File: src/hw/cmd_defines.vh
/*
 * Constants of the command interpreter: frame codes, status codes,
 * register offsets, field positions and reset values.
 * Assumes inclusion by bare name from the design files only.
 */
`ifndef CMD_DEFINES_VH
`define CMD_DEFINES_VH

////////////////////////////////////////////////////////////////////////////////
// Instruction codes
`define INSTR_RESTORE 8'h0C
`define INSTR_HOME 8'h0D
`define INSTR_SET_OUT 8'h0E
`define INSTR_GET_PORT 8'h0F

// Banks
`define BANK_DIGIN 8'h00
`define BANK_ANALOG 8'h01
`define BANK_OUTPUTS 8'h02
`define BANK_USERVAR 8'h02

// Home search sub-commands and motor range
`define HOME_START 8'h00
`define HOME_STOP 8'h01
`define HOME_STATUS 8'h02
`define HOME_MOTOR_MAX 8'h05

// Special ports and values
`define PORT_ALL 8'hFF
`define PORT_AIN_A 8'h00
`define PORT_AIN_B 8'h04
`define PORT_LINES 8'h08
`define VALUE_FROM_ACCUM 32'hFFFFFFFF
`define VALUE_BYTE_MAX 32'h000000FF
`define VALUE_BIT_MAX 32'h00000001

// Reply status codes
`define ST_OK 8'h64
`define ST_BAD_CHECKSUM 8'h01
`define ST_BAD_INSTR 8'h02
`define ST_BAD_TYPE 8'h03
`define ST_BAD_VALUE 8'h04

////////////////////////////////////////////////////////////////////////////////
// Register byte offsets
`define OFS_CMD_HEAD 8'h00
`define OFS_CMD_VALUE 8'h04
`define OFS_CMD_CHK 8'h08
`define OFS_CTRL 8'h0C
`define OFS_REP_HEAD 8'h10
`define OFS_REP_VALUE 8'h14
`define OFS_REP_CHK 8'h18
`define OFS_ACCUM 8'h1C
`define OFS_OUTPUTS 8'h20
`define OFS_STATUS 8'h24

// Field positions
`define CTRL_STANDALONE_BIT 0
`define CTRL_MODULE_LSB 8
`define CTRL_HOST_LSB 16
`define STAT_BUSY_BIT 0
`define STAT_REPLY_BIT 1
`define STAT_DROP_BIT 2
`define STAT_HOME_LSB 8

// Reset values
`define RST_MODULE_ADDR 8'h01
`define RST_HOST_ADDR 8'h02
`define RST_OUTPUTS 8'h00
`define RST_ACCUM 32'h00000000

`endif

File: src/hw/byte_sum8.v
/*
 * Modulo-256 sum of eight bytes, used for frame checksums.
 * Assumes a purely combinational use; no clock.
 */
`timescale 1ns/100ps
`default_nettype none

module byte_sum8 (
	input wire [63:0] bytes_in,
	output reg [7:0] sum_out
);
	integer i; // Byte index

	////////////////////////////////////////////////////////////////////////////
	// Carry out of bit 7 is dropped on purpose: modulo 256
	always @* begin
		sum_out = 8'h00;
		for (i = 0; i < 8; i = i + 1) begin
			sum_out = sum_out + bytes_in[i*8 +: 8];
		end
	end
endmodule

`default_nettype wire

File: src/hw/cmd_interpreter.v
/* Command interpreter: a frame is loaded over AHB-Lite, checked and executed
   (user variable restore, home search, outputs, port reads); the reply is read back.
   Assumes a single-slave AHB-Lite bus on REF_CLK, synchronous inputs,
   and an outside store that acknowledges restore requests. */
// The AHB-Lite slave port and the address map were decided locally.
`timescale 1ns/100ps
`default_nettype none
`include "cmd_defines.vh"
// Overview of operation
// - Code 12 bank 2 restores selected user variable
// - Code 13: type 0/1/2 start/stop/status, motor 0-5
// - Home start or stop replies 100, value meaningless
// - Status query: zero idle, nonzero while searching
// - Code 14 bank 2 drives selected output line
// - Ports 0 to 7 map to eight lines
// - Port 255 sets all eight from value bits
// - Value minus one takes setting from accumulator
// - Code 15 reads selected port, banks 0/1/2
// - Digital reads 0/1, analog reads 12 bits
// - Standalone mode copies read value into accumulator
// - Direct mode: reply only, accumulator untouched
// - Port read replies 100 with port state
// - Driven output lines readable through port read
// - Bank 2 read returns previously set outputs
// - Port 255 bank 0 reads all inputs
module cmd_interpreter (
	input wire REF_CLK,
	input wire SRST,
	input wire HSEL,
	input wire [7:0] HADDR,
	input wire [1:0] HTRANS,
	input wire HWRITE,
	input wire [2:0] HSIZE,
	input wire [31:0] HWDATA,
	input wire HREADY,
	output wire [31:0] HRDATA,
	output wire HREADYOUT,
	output wire HRESP,
	input wire [7:0] GP_IN,
	input wire [11:0] AIN_A,
	input wire [11:0] AIN_B,
	input wire [5:0] HOME_ACTIVE,
	output wire [5:0] HOME_START,
	output wire [5:0] HOME_STOP,
	output wire [7:0] GP_OUT,
	output wire RESTORE_REQ,
	output wire [7:0] RESTORE_INDEX,
	input wire RESTORE_ACK
);
	localparam S_IDLE = 2'h0; // Waiting for a frame
	localparam S_EXEC = 2'h1; // Checking and executing
	localparam S_RESTORE = 2'h2; // Waiting for the store
	////////////////////////////////////////////////////////////////////////////
	// State
	reg [1:0] state_reg; // Frame sequencer
	reg [31:0] cmd_head_reg; // Target, instruction, type, bank
	reg [31:0] cmd_value_reg; // Value, most significant byte first
	reg [7:0] cmd_chk_reg; // Received checksum
	reg standalone_reg; // High: results also go to accumulator
	reg [7:0] module_addr_reg; // Own frame address
	reg [7:0] host_addr_reg; // Address put into replies
	reg [7:0] rep_instr_reg; // Echoed instruction
	reg [7:0] rep_status_reg; // Reply status
	reg [31:0] rep_value_reg; // Reply value
	reg reply_valid_reg; // Reply frame ready
	reg dropped_reg; // Last frame was for another address
	reg [31:0] accum_reg; // Accumulator
	reg [7:0] gp_out_reg; // Bit 0 is gp_output_line_first, bit 7 gp_output_line_last
	reg [5:0] home_start_reg; // One-cycle start pulses
	reg [5:0] home_stop_reg; // One-cycle stop pulses
	reg restore_req_reg; // Held until the store acknowledges
	reg [7:0] restore_index_reg; // User variable to restore
	reg wr_pend_reg; // Write data phase pending
	reg [7:0] wr_addr_reg; // Address of that write
	reg rd_pend_reg; // Read wait state
	reg [7:0] rd_addr_reg; // Address of that read
	reg [31:0] hrdata_reg; // Read data
	reg hready_reg; // Ready toward the bus
	reg hresp_reg; // Always OKAY
	// Frame fields
	wire [7:0] f_target = cmd_head_reg[31:24];
	wire [7:0] f_instr = cmd_head_reg[23:16];
	wire [7:0] f_type = cmd_head_reg[15:8];
	wire [7:0] f_bank = cmd_head_reg[7:0];
	////////////////////////////////////////////////////////////////////////////
	// Checksums
	wire [7:0] cmd_sum; // Sum over the first eight command bytes
	wire [7:0] rep_sum; // Sum over the first eight reply bytes
	byte_sum8 u_cmd_sum (
		.bytes_in({cmd_head_reg, cmd_value_reg}),
		.sum_out(cmd_sum)
	);
	byte_sum8 u_rep_sum (
		.bytes_in({host_addr_reg, module_addr_reg, rep_status_reg, rep_instr_reg,
			rep_value_reg}),
		.sum_out(rep_sum)
	);
	////////////////////////////////////////////////////////////////////////////
	// Port number names one of the eight single lines
	function port_is_line;
		input [7:0] p;
		port_is_line = (p < `PORT_LINES);
	endfunction
	// Single line of an eight-bit group, as 0 or 1
	function [31:0] line_value;
		input [7:0] v;
		input [7:0] p;
		line_value = {31'h00000000, v[p[2:0]]};
	endfunction
	////////////////////////////////////////////////////////////////////////////
	// Bus decode
	wire addr_phase = HSEL & HTRANS[1] & HREADY & (HSIZE == 3'h2); // Word only
	wire busy = (state_reg != S_IDLE);
	wire go = wr_pend_reg & (wr_addr_reg == `OFS_CMD_CHK) & ~busy;
	wire cmd_wr_ok = wr_pend_reg & ~busy; // Frame held stable while busy
	wire acc_bus_wr = wr_pend_reg & (wr_addr_reg == `OFS_ACCUM);
	////////////////////////////////////////////////////////////////////////////
	// Execution decode
	reg [7:0] ex_status; // Status of this frame
	reg [31:0] ex_value; // Value of this frame
	reg ex_restore; // Frame needs the store
	reg ex_out_load; // Outputs change
	reg [7:0] ex_out_val; // New outputs
	reg ex_read; // Frame is a valid port read
	reg [5:0] ex_start; // Start pulses
	reg [5:0] ex_stop; // Stop pulses
	reg [31:0] set_src; // Output setting source
	always @* begin
		ex_status = `ST_OK;
		ex_value = 32'h00000000;
		ex_restore = 1'b0;
		ex_out_load = 1'b0;
		ex_out_val = gp_out_reg;
		ex_read = 1'b0;
		ex_start = 6'h00;
		ex_stop = 6'h00;
		set_src = (cmd_value_reg == `VALUE_FROM_ACCUM) ? accum_reg : cmd_value_reg;
		case (f_instr)
			`INSTR_RESTORE: begin
				// Only the user variable bank can be restored
				ex_restore = (f_bank == `BANK_USERVAR);
				ex_status = ex_restore ? `ST_OK : `ST_BAD_VALUE;
			end
			`INSTR_HOME: begin
				if (f_bank > `HOME_MOTOR_MAX) begin
					ex_status = `ST_BAD_VALUE;
				end else if (f_type == `HOME_START) begin
					ex_start[f_bank[2:0]] = 1'b1;
				end else if (f_type == `HOME_STOP) begin
					ex_stop[f_bank[2:0]] = 1'b1;
				end else if (f_type == `HOME_STATUS) begin
					ex_value = {31'h00000000, HOME_ACTIVE[f_bank[2:0]]};
				end else begin
					ex_status = `ST_BAD_TYPE;
				end
			end
			`INSTR_SET_OUT: begin
				if (f_bank != `BANK_OUTPUTS) begin
					ex_status = `ST_BAD_VALUE;
				end else if (port_is_line(f_type)) begin
					// Accumulator source may be wide; only its bit 0 counts
					if (cmd_value_reg == `VALUE_FROM_ACCUM || cmd_value_reg <= `VALUE_BIT_MAX) begin
						ex_out_load = 1'b1;
						ex_out_val[f_type[2:0]] = set_src[0];
					end else begin
						ex_status = `ST_BAD_VALUE;
					end
				end else if (f_type == `PORT_ALL) begin
					if (cmd_value_reg == `VALUE_FROM_ACCUM || cmd_value_reg <= `VALUE_BYTE_MAX) begin
						ex_out_load = 1'b1;
						ex_out_val = set_src[7:0];
					end else begin
						ex_status = `ST_BAD_VALUE;
					end
				end else begin
					ex_status = `ST_BAD_TYPE;
				end
			end
			`INSTR_GET_PORT: begin
				// Frame value field is not looked at here
				ex_read = 1'b1;
				if (f_bank == `BANK_DIGIN && port_is_line(f_type)) begin
					ex_value = line_value(GP_IN, f_type);
				end else if (f_bank == `BANK_DIGIN && f_type == `PORT_ALL) begin
					ex_value = {24'h000000, GP_IN};
				end else if (f_bank == `BANK_ANALOG && f_type == `PORT_AIN_A) begin
					ex_value = {20'h00000, AIN_A};
				end else if (f_bank == `BANK_ANALOG && f_type == `PORT_AIN_B) begin
					ex_value = {20'h00000, AIN_B};
				end else if (f_bank == `BANK_OUTPUTS && port_is_line(f_type)) begin
					ex_value = line_value(gp_out_reg, f_type);
				end else if (f_bank == `BANK_OUTPUTS && f_type == `PORT_ALL) begin
					ex_value = {24'h000000, gp_out_reg};
				end else begin
					// Unknown bank is a value fault, unknown port a type fault
					ex_read = 1'b0;
					ex_status = (f_bank > `BANK_OUTPUTS) ? `ST_BAD_VALUE : `ST_BAD_TYPE;
				end
			end
			default: begin
				ex_status = `ST_BAD_INSTR;
			end
		endcase
	end
	////////////////////////////////////////////////////////////////////////////
	// Bus front end: writes land in the data phase, reads take one wait
	// state so a read right after a write sees the new value
	always @(posedge REF_CLK) begin
		if (SRST) begin
			wr_pend_reg <= 1'b0;
			wr_addr_reg <= 8'h00;
			rd_pend_reg <= 1'b0;
			rd_addr_reg <= 8'h00;
			hready_reg <= 1'b1;
			hresp_reg <= 1'b0;
		end else begin
			wr_pend_reg <= addr_phase & HWRITE;
			if (addr_phase) begin
				wr_addr_reg <= HADDR;
				rd_addr_reg <= HADDR;
			end
			// Read: drop ready for one cycle
			rd_pend_reg <= addr_phase & ~HWRITE;
			hready_reg <= ~(addr_phase & ~HWRITE);
		end
	end
	// Read data mux; unmapped offsets read zero
	always @(posedge REF_CLK) begin
		if (SRST) begin
			hrdata_reg <= 32'h00000000;
		end else if (rd_pend_reg) begin
			case (rd_addr_reg)
				`OFS_CMD_HEAD: hrdata_reg <= cmd_head_reg;
				`OFS_CMD_VALUE: hrdata_reg <= cmd_value_reg;
				`OFS_CMD_CHK: hrdata_reg <= {24'h000000, cmd_chk_reg};
				`OFS_CTRL: hrdata_reg <= {8'h00, host_addr_reg, module_addr_reg, 7'h00,
					standalone_reg};
				`OFS_REP_HEAD: hrdata_reg <= {host_addr_reg, module_addr_reg, rep_status_reg,
					rep_instr_reg};
				`OFS_REP_VALUE: hrdata_reg <= rep_value_reg;
				`OFS_REP_CHK: hrdata_reg <= {24'h000000, rep_sum};
				`OFS_ACCUM: hrdata_reg <= accum_reg;
				`OFS_OUTPUTS: hrdata_reg <= {24'h000000, gp_out_reg};
				`OFS_STATUS: hrdata_reg <= {18'h00000, HOME_ACTIVE, 5'h00, dropped_reg,
					reply_valid_reg, busy};
				default: hrdata_reg <= 32'h00000000;
			endcase
		end
	end
	////////////////////////////////////////////////////////////////////////////
	// Software registers: command frame and configuration
	always @(posedge REF_CLK) begin
		if (SRST) begin
			cmd_head_reg <= 32'h00000000;
			cmd_value_reg <= 32'h00000000;
			cmd_chk_reg <= 8'h00;
			standalone_reg <= 1'b0;
			module_addr_reg <= `RST_MODULE_ADDR;
			host_addr_reg <= `RST_HOST_ADDR;
		end else if (cmd_wr_ok) begin
			case (wr_addr_reg)
				`OFS_CMD_HEAD: cmd_head_reg <= HWDATA;
				`OFS_CMD_VALUE: cmd_value_reg <= HWDATA;
				`OFS_CMD_CHK: cmd_chk_reg <= HWDATA[7:0];
				`OFS_CTRL: begin
					standalone_reg <= HWDATA[`CTRL_STANDALONE_BIT];
					module_addr_reg <= HWDATA[`CTRL_MODULE_LSB +: 8];
					host_addr_reg <= HWDATA[`CTRL_HOST_LSB +: 8];
				end
				default: begin // Other offsets are read only or owned elsewhere
				end
			endcase
		end
	end
	////////////////////////////////////////////////////////////////////////////
	// Frame sequencer, reply, accumulator and outputs
	always @(posedge REF_CLK) begin
		if (SRST) begin
			state_reg <= S_IDLE;
			rep_instr_reg <= 8'h00;
			rep_status_reg <= 8'h00;
			rep_value_reg <= 32'h00000000;
			reply_valid_reg <= 1'b0;
			dropped_reg <= 1'b0;
			accum_reg <= `RST_ACCUM;
			gp_out_reg <= `RST_OUTPUTS;
			home_start_reg <= 6'h00;
			home_stop_reg <= 6'h00;
			restore_req_reg <= 1'b0;
			restore_index_reg <= 8'h00;
		end else begin
			home_start_reg <= 6'h00;
			home_stop_reg <= 6'h00;
			// Software load of the accumulator; a result below overrides it
			if (acc_bus_wr) begin
				accum_reg <= HWDATA;
			end
			case (state_reg)
				S_IDLE: begin
					if (go) begin
						reply_valid_reg <= 1'b0;
						dropped_reg <= 1'b0;
						state_reg <= S_EXEC;
					end
				end
				S_EXEC: begin
					rep_instr_reg <= f_instr;
					if (f_target != module_addr_reg) begin
						// Not for us: no reply at all
						dropped_reg <= 1'b1;
						state_reg <= S_IDLE;
					end else if (cmd_sum != cmd_chk_reg) begin
						rep_status_reg <= `ST_BAD_CHECKSUM;
						rep_value_reg <= 32'h00000000;
						reply_valid_reg <= 1'b1;
						state_reg <= S_IDLE;
					end else if (ex_restore) begin
						restore_req_reg <= 1'b1;
						restore_index_reg <= f_type;
						state_reg <= S_RESTORE;
					end else begin
						rep_status_reg <= ex_status;
						rep_value_reg <= ex_value;
						reply_valid_reg <= 1'b1;
						home_start_reg <= ex_start;
						home_stop_reg <= ex_stop;
						if (ex_out_load) begin
							gp_out_reg <= ex_out_val;
						end
						// Direct mode leaves the accumulator alone
						if (ex_read & standalone_reg) begin
							accum_reg <= ex_value;
						end
						state_reg <= S_IDLE;
					end
				end
				S_RESTORE: begin
					if (RESTORE_ACK) begin
						restore_req_reg <= 1'b0;
						rep_status_reg <= `ST_OK;
						rep_value_reg <= 32'h00000000;
						reply_valid_reg <= 1'b1;
						state_reg <= S_IDLE;
					end
				end
				default: begin
					state_reg <= S_IDLE;
				end
			endcase
		end
	end
	////////////////////////////////////////////////////////////////////////////
	// Outputs straight from flip-flops
	assign HRDATA = hrdata_reg;
	assign HREADYOUT = hready_reg;
	assign HRESP = hresp_reg;
	assign HOME_START = home_start_reg;
	assign HOME_STOP = home_stop_reg;
	assign GP_OUT = gp_out_reg;
	assign RESTORE_REQ = restore_req_reg;
	assign RESTORE_INDEX = restore_index_reg;
endmodule
`default_nettype wire

File: config.mk
export PLATFORM = sky130hd
export DESIGN_NAME = cmd_interpreter
export DESIGN_NICKNAME = d
export VERILOG_FILES = /design/src/hw/byte_sum8.v /design/src/hw/cmd_interpreter.v
export VERILOG_INCLUDE_DIRS = /design/src /design/src/hw
export SDC_FILE = /design/constraint.sdc
export NUM_CORES = 1
export LEC_CHECK = 0
export BUFFER_PORTS_ARGS = -buffer_cell sky130_fd_sc_hd__buf_2
export CORE_MARGIN = 1.5
export CORE_UTILIZATION = 54
export CTS_CLUSTER_DIAMETER = 60
export CTS_CLUSTER_SIZE = 10
export DETAILED_ROUTE_END_ITERATION = 7
export GPL_TIMING_DRIVEN = 0
export PLACE_DENSITY = 0.89
export SLEW_MARGIN = 20
export SYNTH_ARGS = -nofsm -noshare
export SYNTH_HDL_FRONTEND = slang
export SYNTH_HIERARCHICAL = 1
export SYNTH_SLANG_ARGS = --single-unit
File: constraint.sdc
create_clock -name REF_CLK -period 4.9 [get_ports REF_CLK]
set_input_delay 0.98 -clock REF_CLK [delete_from_list [all_inputs] [get_ports REF_CLK]]
set_output_delay 0.98 -clock REF_CLK [all_outputs]
set_load 0.02 [all_outputs]
### Word-level counts from Yosys, hierarchy flattened

Cells that the tools add are included.

| word-level totals | value |
|---|---|
| bits in registers | 245 |
| bits of input ports | 89 |
| output and inout bits | 63 |
| logic and storage cells | 229 |

| cells by class | value |
|---|---|
| add/sub/neg operators | 14 |
| magnitude comparators | 9 |
| equality and inequality tests | 34 |
| mux-type cells | 95 |
| bitwise gates (word level) | 21 |
| reduce and logical (&&, ||, !) cells | 33 |

Operator list:

| operator | number |
|---|---|
| 2-to-1 mux 32 bit | 10 |
| case mux 32 bit (10 select lines) | 1 |
| adder 8 bit | 14 |
| 2-to-1 mux 8 bit | 14 |
| 2-to-1 mux 7 bit | 13 |
| case mux 32 bit (2 select lines) | 1 |
| equality test 8 x 4 -> 1 bit, second input constant | 6 |
| 2-to-1 mux 12 bit | 4 |
| 2-to-1 mux 1 bit | 33 |
| equality test 32 bit, second input constant | 1 |
| equality test 8 x 5 -> 1 bit, second input constant | 4 |
| less-or-equal comparator 32 x 1 -> 1 bit, second input constant | 1 |
| less-or-equal comparator 32 x 8 -> 1 bit, second input constant | 1 |
| case mux 8 bit (4 select lines) | 1 |
| logical NOT 8 bit | 3 |
| case mux 12 bit (2 select lines) | 1 |
| equality test 8 x 1 -> 1 bit, second input constant | 2 |
| equality test 8 x 2 -> 1 bit, second input constant | 2 |
| equality test 8 x 3 -> 1 bit, second input constant | 2 |
| equality test 8 x 6 -> 1 bit, second input constant | 2 |
| != test 8 bit | 2 |
| case mux 8 bit (2 select lines) | 1 |
| != test 2 bit, second input constant | 7 |
| NOT 1 bit | 11 |
| 32 further kinds | 69 |

### Longest topological paths before layout

| logic depth | value |
|---|---|
| depth after elaboration | 15 |
| depth in mapped cells | 22 |
| gate-level depth less buffers | 20 |

### By module

Netlist, hierarchy kept.

Modules (own cells, without submodules):

| module | instances | cells each | area each (um^2) | sequential area each (um^2) |
|---|---|---|---|---|
| cmd_interpreter | 1 | 1273 | 10510.1 | 4424.2 |
| byte_sum8 | 2 | 136 | 1311.3 | 0.0 |

### Least setup slack after synthesis

Ideal clock, no wire load.

| timing | value |
|---|---|
| path kind | flip-flop to flip-flop |
| start | register cmd_head_reg[3] |
| end | register accum_reg[12] |
| setup time | 0.120 ns |
| data arrival time | 5.308 ns |
| data required time | 4.780 ns |
| setup slack | -0.527 ns |
| stages on the path, launching flop included | 22 |
| path buffers | 1 |
| period minus slack after synthesis | 5.427 ns |
| path through | dfxtp_1 inv_1 fa_1 inv_1 fa_1 fa_1 inv_1 fa_1 inv_1 ha_1 a21o_1 a21oi_1 o21bai_1 a21oi_1 xnor2_1 xor2_1 nor4_1 nand4_1 a2111oi_4 or2_1 buf_2 a21oi_1 |

| between the ends | value |
|---|---|
| elaborated cells on any way between the ends | 28 |
| those cells by class | add/sub: 4; eq/ne: 3; mux: 13; bitwise: 1; reduce/logical: 7 |

RTL lines:

| what | line | RTL |
|---|---|---|
| start, declared | cmd_interpreter.v:56 | `reg [31:0] cmd_head_reg;` |
| start signal, assigned | cmd_interpreter.v:254 | `cmd_head_reg <= 32'h00000000;` |
| start signal, assigned | cmd_interpreter.v:262 | `` `OFS_CMD_HEAD: cmd_head_reg <= HWDATA; `` |
| adder 8 bit (4 in series) | byte_sum8.v:19 | `sum_out = sum_out + bytes_in[i*8 +: 8];` |
| via cmd_sum[7] | cmd_interpreter.v:87 | `wire [7:0] cmd_sum;` |
| != test 8 bit | cmd_interpreter.v:312 | `end else if (cmd_sum != cmd_chk_reg) begin` |
| 2-to-1 mux 32 bit | cmd_interpreter.v:312 |  |
| 2-to-1 mux 32 bit | cmd_interpreter.v:308 | `if (f_target != module_addr_reg) begin` |
| 2-to-1 mux 32 bit | cmd_interpreter.v:298 | `case (state_reg)` |
| end signal, assigned | cmd_interpreter.v:285 | `` accum_reg <= `RST_ACCUM; `` |
| end signal, assigned | cmd_interpreter.v:332 | `accum_reg <= ex_value;` |
| end, declared | cmd_interpreter.v:67 | `reg [31:0] accum_reg;` |

The timed path passes the listed nets, and every way through them passes these cells.
A chain may end at the register's enable or synchronous reset.

### Worst setup path in the final report

| timing | value |
|---|---|
| start | register cmd_value_reg[18] |
| end | register accum_reg[3] |

| between the ends | value |
|---|---|
| word-level cells in the longest chain between the ends | 10 |

RTL lines:

| what | line | RTL |
|---|---|---|
| start, declared | cmd_interpreter.v:57 | `reg [31:0] cmd_value_reg;` |
| start signal, assigned | cmd_interpreter.v:255 | `cmd_value_reg <= 32'h00000000;` |
| start signal, assigned | cmd_interpreter.v:263 | `` `OFS_CMD_VALUE: cmd_value_reg <= HWDATA; `` |
| adder 8 bit (6 in series) | byte_sum8.v:19 |  |
| via cmd_sum[6] | cmd_interpreter.v:87 |  |
| != test 8 bit | cmd_interpreter.v:312 |  |
| 2-to-1 mux 32 bit | cmd_interpreter.v:312 |  |
| 2-to-1 mux 32 bit | cmd_interpreter.v:308 |  |
| 2-to-1 mux 32 bit | cmd_interpreter.v:298 |  |

The timed path passes the listed nets, and every way through them passes these cells.

==> flow_summary.json <==
{
  "outcome": "finished with violations",
  "violations": "DRC, setup timing",
  "synth_largest_area_cell": "dfxtp_1",
  "final_nets": 1977,
  "maxSlewViolCount": 0,
  "ys_seq_area_frac": 0.337,
  "grt_pass1_vias": 13400,
  "clk_pin_slew_ps": 60,
  "crit_family": "adder cells",
  "synth_edf_count": 0,
  "skew_ps": 18.9,
  "rsz0062_at_grt": "yes",
  "dieHeight_um": 159,
  "worstHoldStart": "accum_reg[18]$_SDFF_PP0_",
  "grt_use_met2": 0.653,
  "cts_tree": "yes",
  "synth_common_cells": "nand2_1 (227), dfxtp_1 (221), a21oi_1 (178)",
  "syn_avg_cell_area_um2": 8.50,
  "antennaDiodeCount": 0,
  "p_comb_frac": 0.110,
  "grt_antenna_before_repair": 1,
  "clockBufferDepth": 3,
  "slew_headroom": 0.200,
  "final_area_um2": 16100,
  "use_met3": 0.107,
  "synth_seq_cells": 221,
  "finalCriticalPeriod_ps": 5430,
  "initial_utilization": 0.555,
  "start_kind": "register",
  "place.gp.congestion": 1.03,
  "seqPwrFrac": 0.441,
  "drive_above_1_share": 0.210,
  "worst_ir_drop_vdd_mv": 0.203,
  "ff_latch_area_um2": 4510,
  "post-place-ws_ps": -1100,
  "vias": 13700,
  "grtUsageTotal": 0.434,
  "area_growth_pct": 22.4,
  "initialDrtViolationCount": 2107,
  "hold_path.class": "register to register",
  "clk_latency_ps": 550,
  "synth.area.top_cells": "dfxtp_1 (34%), fa_1 (12%), a21oi_1 (6.8%)",
  "intPower_uw": 3010,
  "fp.coreArea_um2": 23700,
  "gr-total-overflow": 0,
  "dpl_cell_area_um2": 14400,
  "fmax_mhz": 184,
  "dr.pass1.iters": 8,
  "path_class": "register to register",
  "synth_warnings": 6,
  "p_leak_uw": 0.00634,
  "grt_pass1_wl_mm": 82.0,
  "crit_start": "cmd_value_reg[18]$_SDFFE_PP0P_",
  "fillers": 1939,
  "vias_per_cell": 6.48,
  "fin_ws_ps": -532,
  "crit_top_cell": "fa_1",
  "htreeDepth": 1,
  "yosysMostFrequentCell": "nand2_1",
  "swShare": 0.260,
  "wl_mm": 56.0,
  "path_buf_inv": 6,
  "top_usage_layer": "met2",
  "numCtsBuffers": 27,
  "synthFlopType": "dfxtp_1",
  "ios": 152,
  "p_per_area_nw_per_um2": 253,
  "multi_input_area_um2": 8250,
  "fin_crit_sh": 1.11,
  "syn-cell-area_um2": 13100,
  "syn-instance-count": 1545,
  "finalHoldViolCount": 0,
  "grt_max_degree": 14,
  "dieArea_um2": 25300,
  "dpl.hpwl_mm": 40.7,
  "post_drt_wl_per_cell_um": 26.5,
  "drc": 1,
  "power.total_uw": 4070,
  "die_x_um": 159,
  "switchingPower_uw": 1060,
  "endpoint_kind": "register",
  "synth_cell_types": 79,
  "portBuffers": 149,
  "fin_util": 0.679,
  "cts_root_buffer": "clkbuf_16",
  "arrival_ps": 5880,
  "finalSetupViolCount": 79,
  "antenna_left": 0,
  "synth_top_area_share": 0.337,
  "path_cells": "fa_1, inv_2, fa_1, fa_1, fa_1, inv_2, ha_4, fa_2, a21oi_2, nor2_1, nor2_1, xnor2_1, xor2_1, nor4_2, buf_4, nand4_1, a2111oi_4, buf_4, buf_12, buf_8, a211oi_2, a211oi_1",
  "r2r_start": "cmd_value_reg[18]$_SDFFE_PP0P_",
  "met1_usage": 0.530,
  "cp.required_ps": 5350,
  "cp_max_fo": 4,
  "num_rows": 56,
  "synthArstFlopShare": 0,
  "power_frac_clock": 0.449,
  "slowest_delay_ps": 560,
  "worstMarginPinSlew_ps": 1190,
  "cap_violations": 0,
  "crit_slowest_cell": "fa_1",
  "cts_sinks": 221,
  "timing.hold.ws_ps": 466
}
-- path summary, 6_finish.rpt --
| kind | cells past startpoint | slack, ps | endpoint |
|---|---|---|---|
| worst max register to register | 22 | -530 | accum_reg[3]$_SDFF_PP0_ |
| worst min register to register | 2 | 470 | accum_reg[18]$_SDFF_PP0_ |
| worst min-delay path | 2 | 470 | accum_reg[18]$_SDFF_PP0_ |
| worst max-delay path | 22 | -530 | accum_reg[3]$_SDFF_PP0_ |
-- layout by cell type (no fill, tap or decap), types with 12 or more instances in the layout --
cell type,Yosys,routed
a21oi_1,178,150
a211oi_1,24,19
nand3_1,14,13
nand4_1,20,20
nand2_1,227,226
xor2_1,22,20
nor2_1,94,94
a21oi_2,0,27
fa_1,78,75
a22oi_1,70,70
nor4_1,19,17
nand3b_1,12,12
a222oi_1,22,22
buf_2,10,154
conb_1,1,24
inv_1,142,135
and3_1,22,21
mux2i_1,45,44
buf_4,2,39
dfxtp_4,0,21
xnor2_1,28,27
a22o_1,12,12
dfxtp_1,221,194
clkbuf_16,0,27
clkbuf_1,88,89
ha_1,21,17
-- layout make-up --
class                      instances  share of cell area
tap                              319              0.0248
clock inverter                     4             0.00327
timing repair buffer             194              0.0723
buffer                           106              0.0289
inverter                         142              0.0332
sequential                       221               0.281
clock buffer                      32              0.0438
multi-input combinational       1097               0.513
-- cells by family (layout without fill, tap and decap cells) --
family	after synthesis	after routing	synth area share
buffers and inverters	250	478	0.0736
other	1	24	0.000286
flip-flops	221	221	0.337
adder cells (fa/ha/maj)	99	99	0.139
multiplexers	48	48	0.0386
AND/OR/NAND/NOR	488	488	0.180
AO/OA/AOI/OAI	388	388	0.199
XOR/XNOR	50	50	0.0333
-- timing repair --
item,in CTS,in global routing
setup buffers,32,12
hold buffers,0,0
pin swaps,39,32
endpoints found under the setup margin,79,80
cloned,3,0
resized for setup,107,44
-- power by group through the flow --
stage          Combinational (uW)  Clock [uW]  Sequential [uW]
2_1_floorplan                 247           0             1840
3_3_place_gp                  388           0             1840
3_5_place_dp                  399           0             1840
4_1_cts                       420        1820             1800
5_1_grt                       476        1890             1790
6_report                      448        1820             1790
-- per-layer routing --
layer  part of all wire  vias to the layer above
met5            0.00021                        -
met4              0.096                        2
met3               0.13                      341
met2               0.42                     1120
met1               0.35                     6429
li1                   -                     5817
-- stage by stage --
| stage | TNS (ps) | cells |
|---|---|---|
| after floorplan | 0 | 1568 |
| after global placement | -63590 | 2036 |
| after detailed placement | -62800 | 2036 |
| after CTS | -26520 | 2105 |
| after global routing | -41320 | 2115 |
| final | -32720 | 2115 |
-- worst min-delay path, delay by kind of cell, from the launching register on --
family | cells | cell delay, ps
DFF | 1 | 300
and+or+nand+nor | 1 | 70
AOI/OAI and AO/OA | 1 | 50
Power figures use the tool's default switching activity.
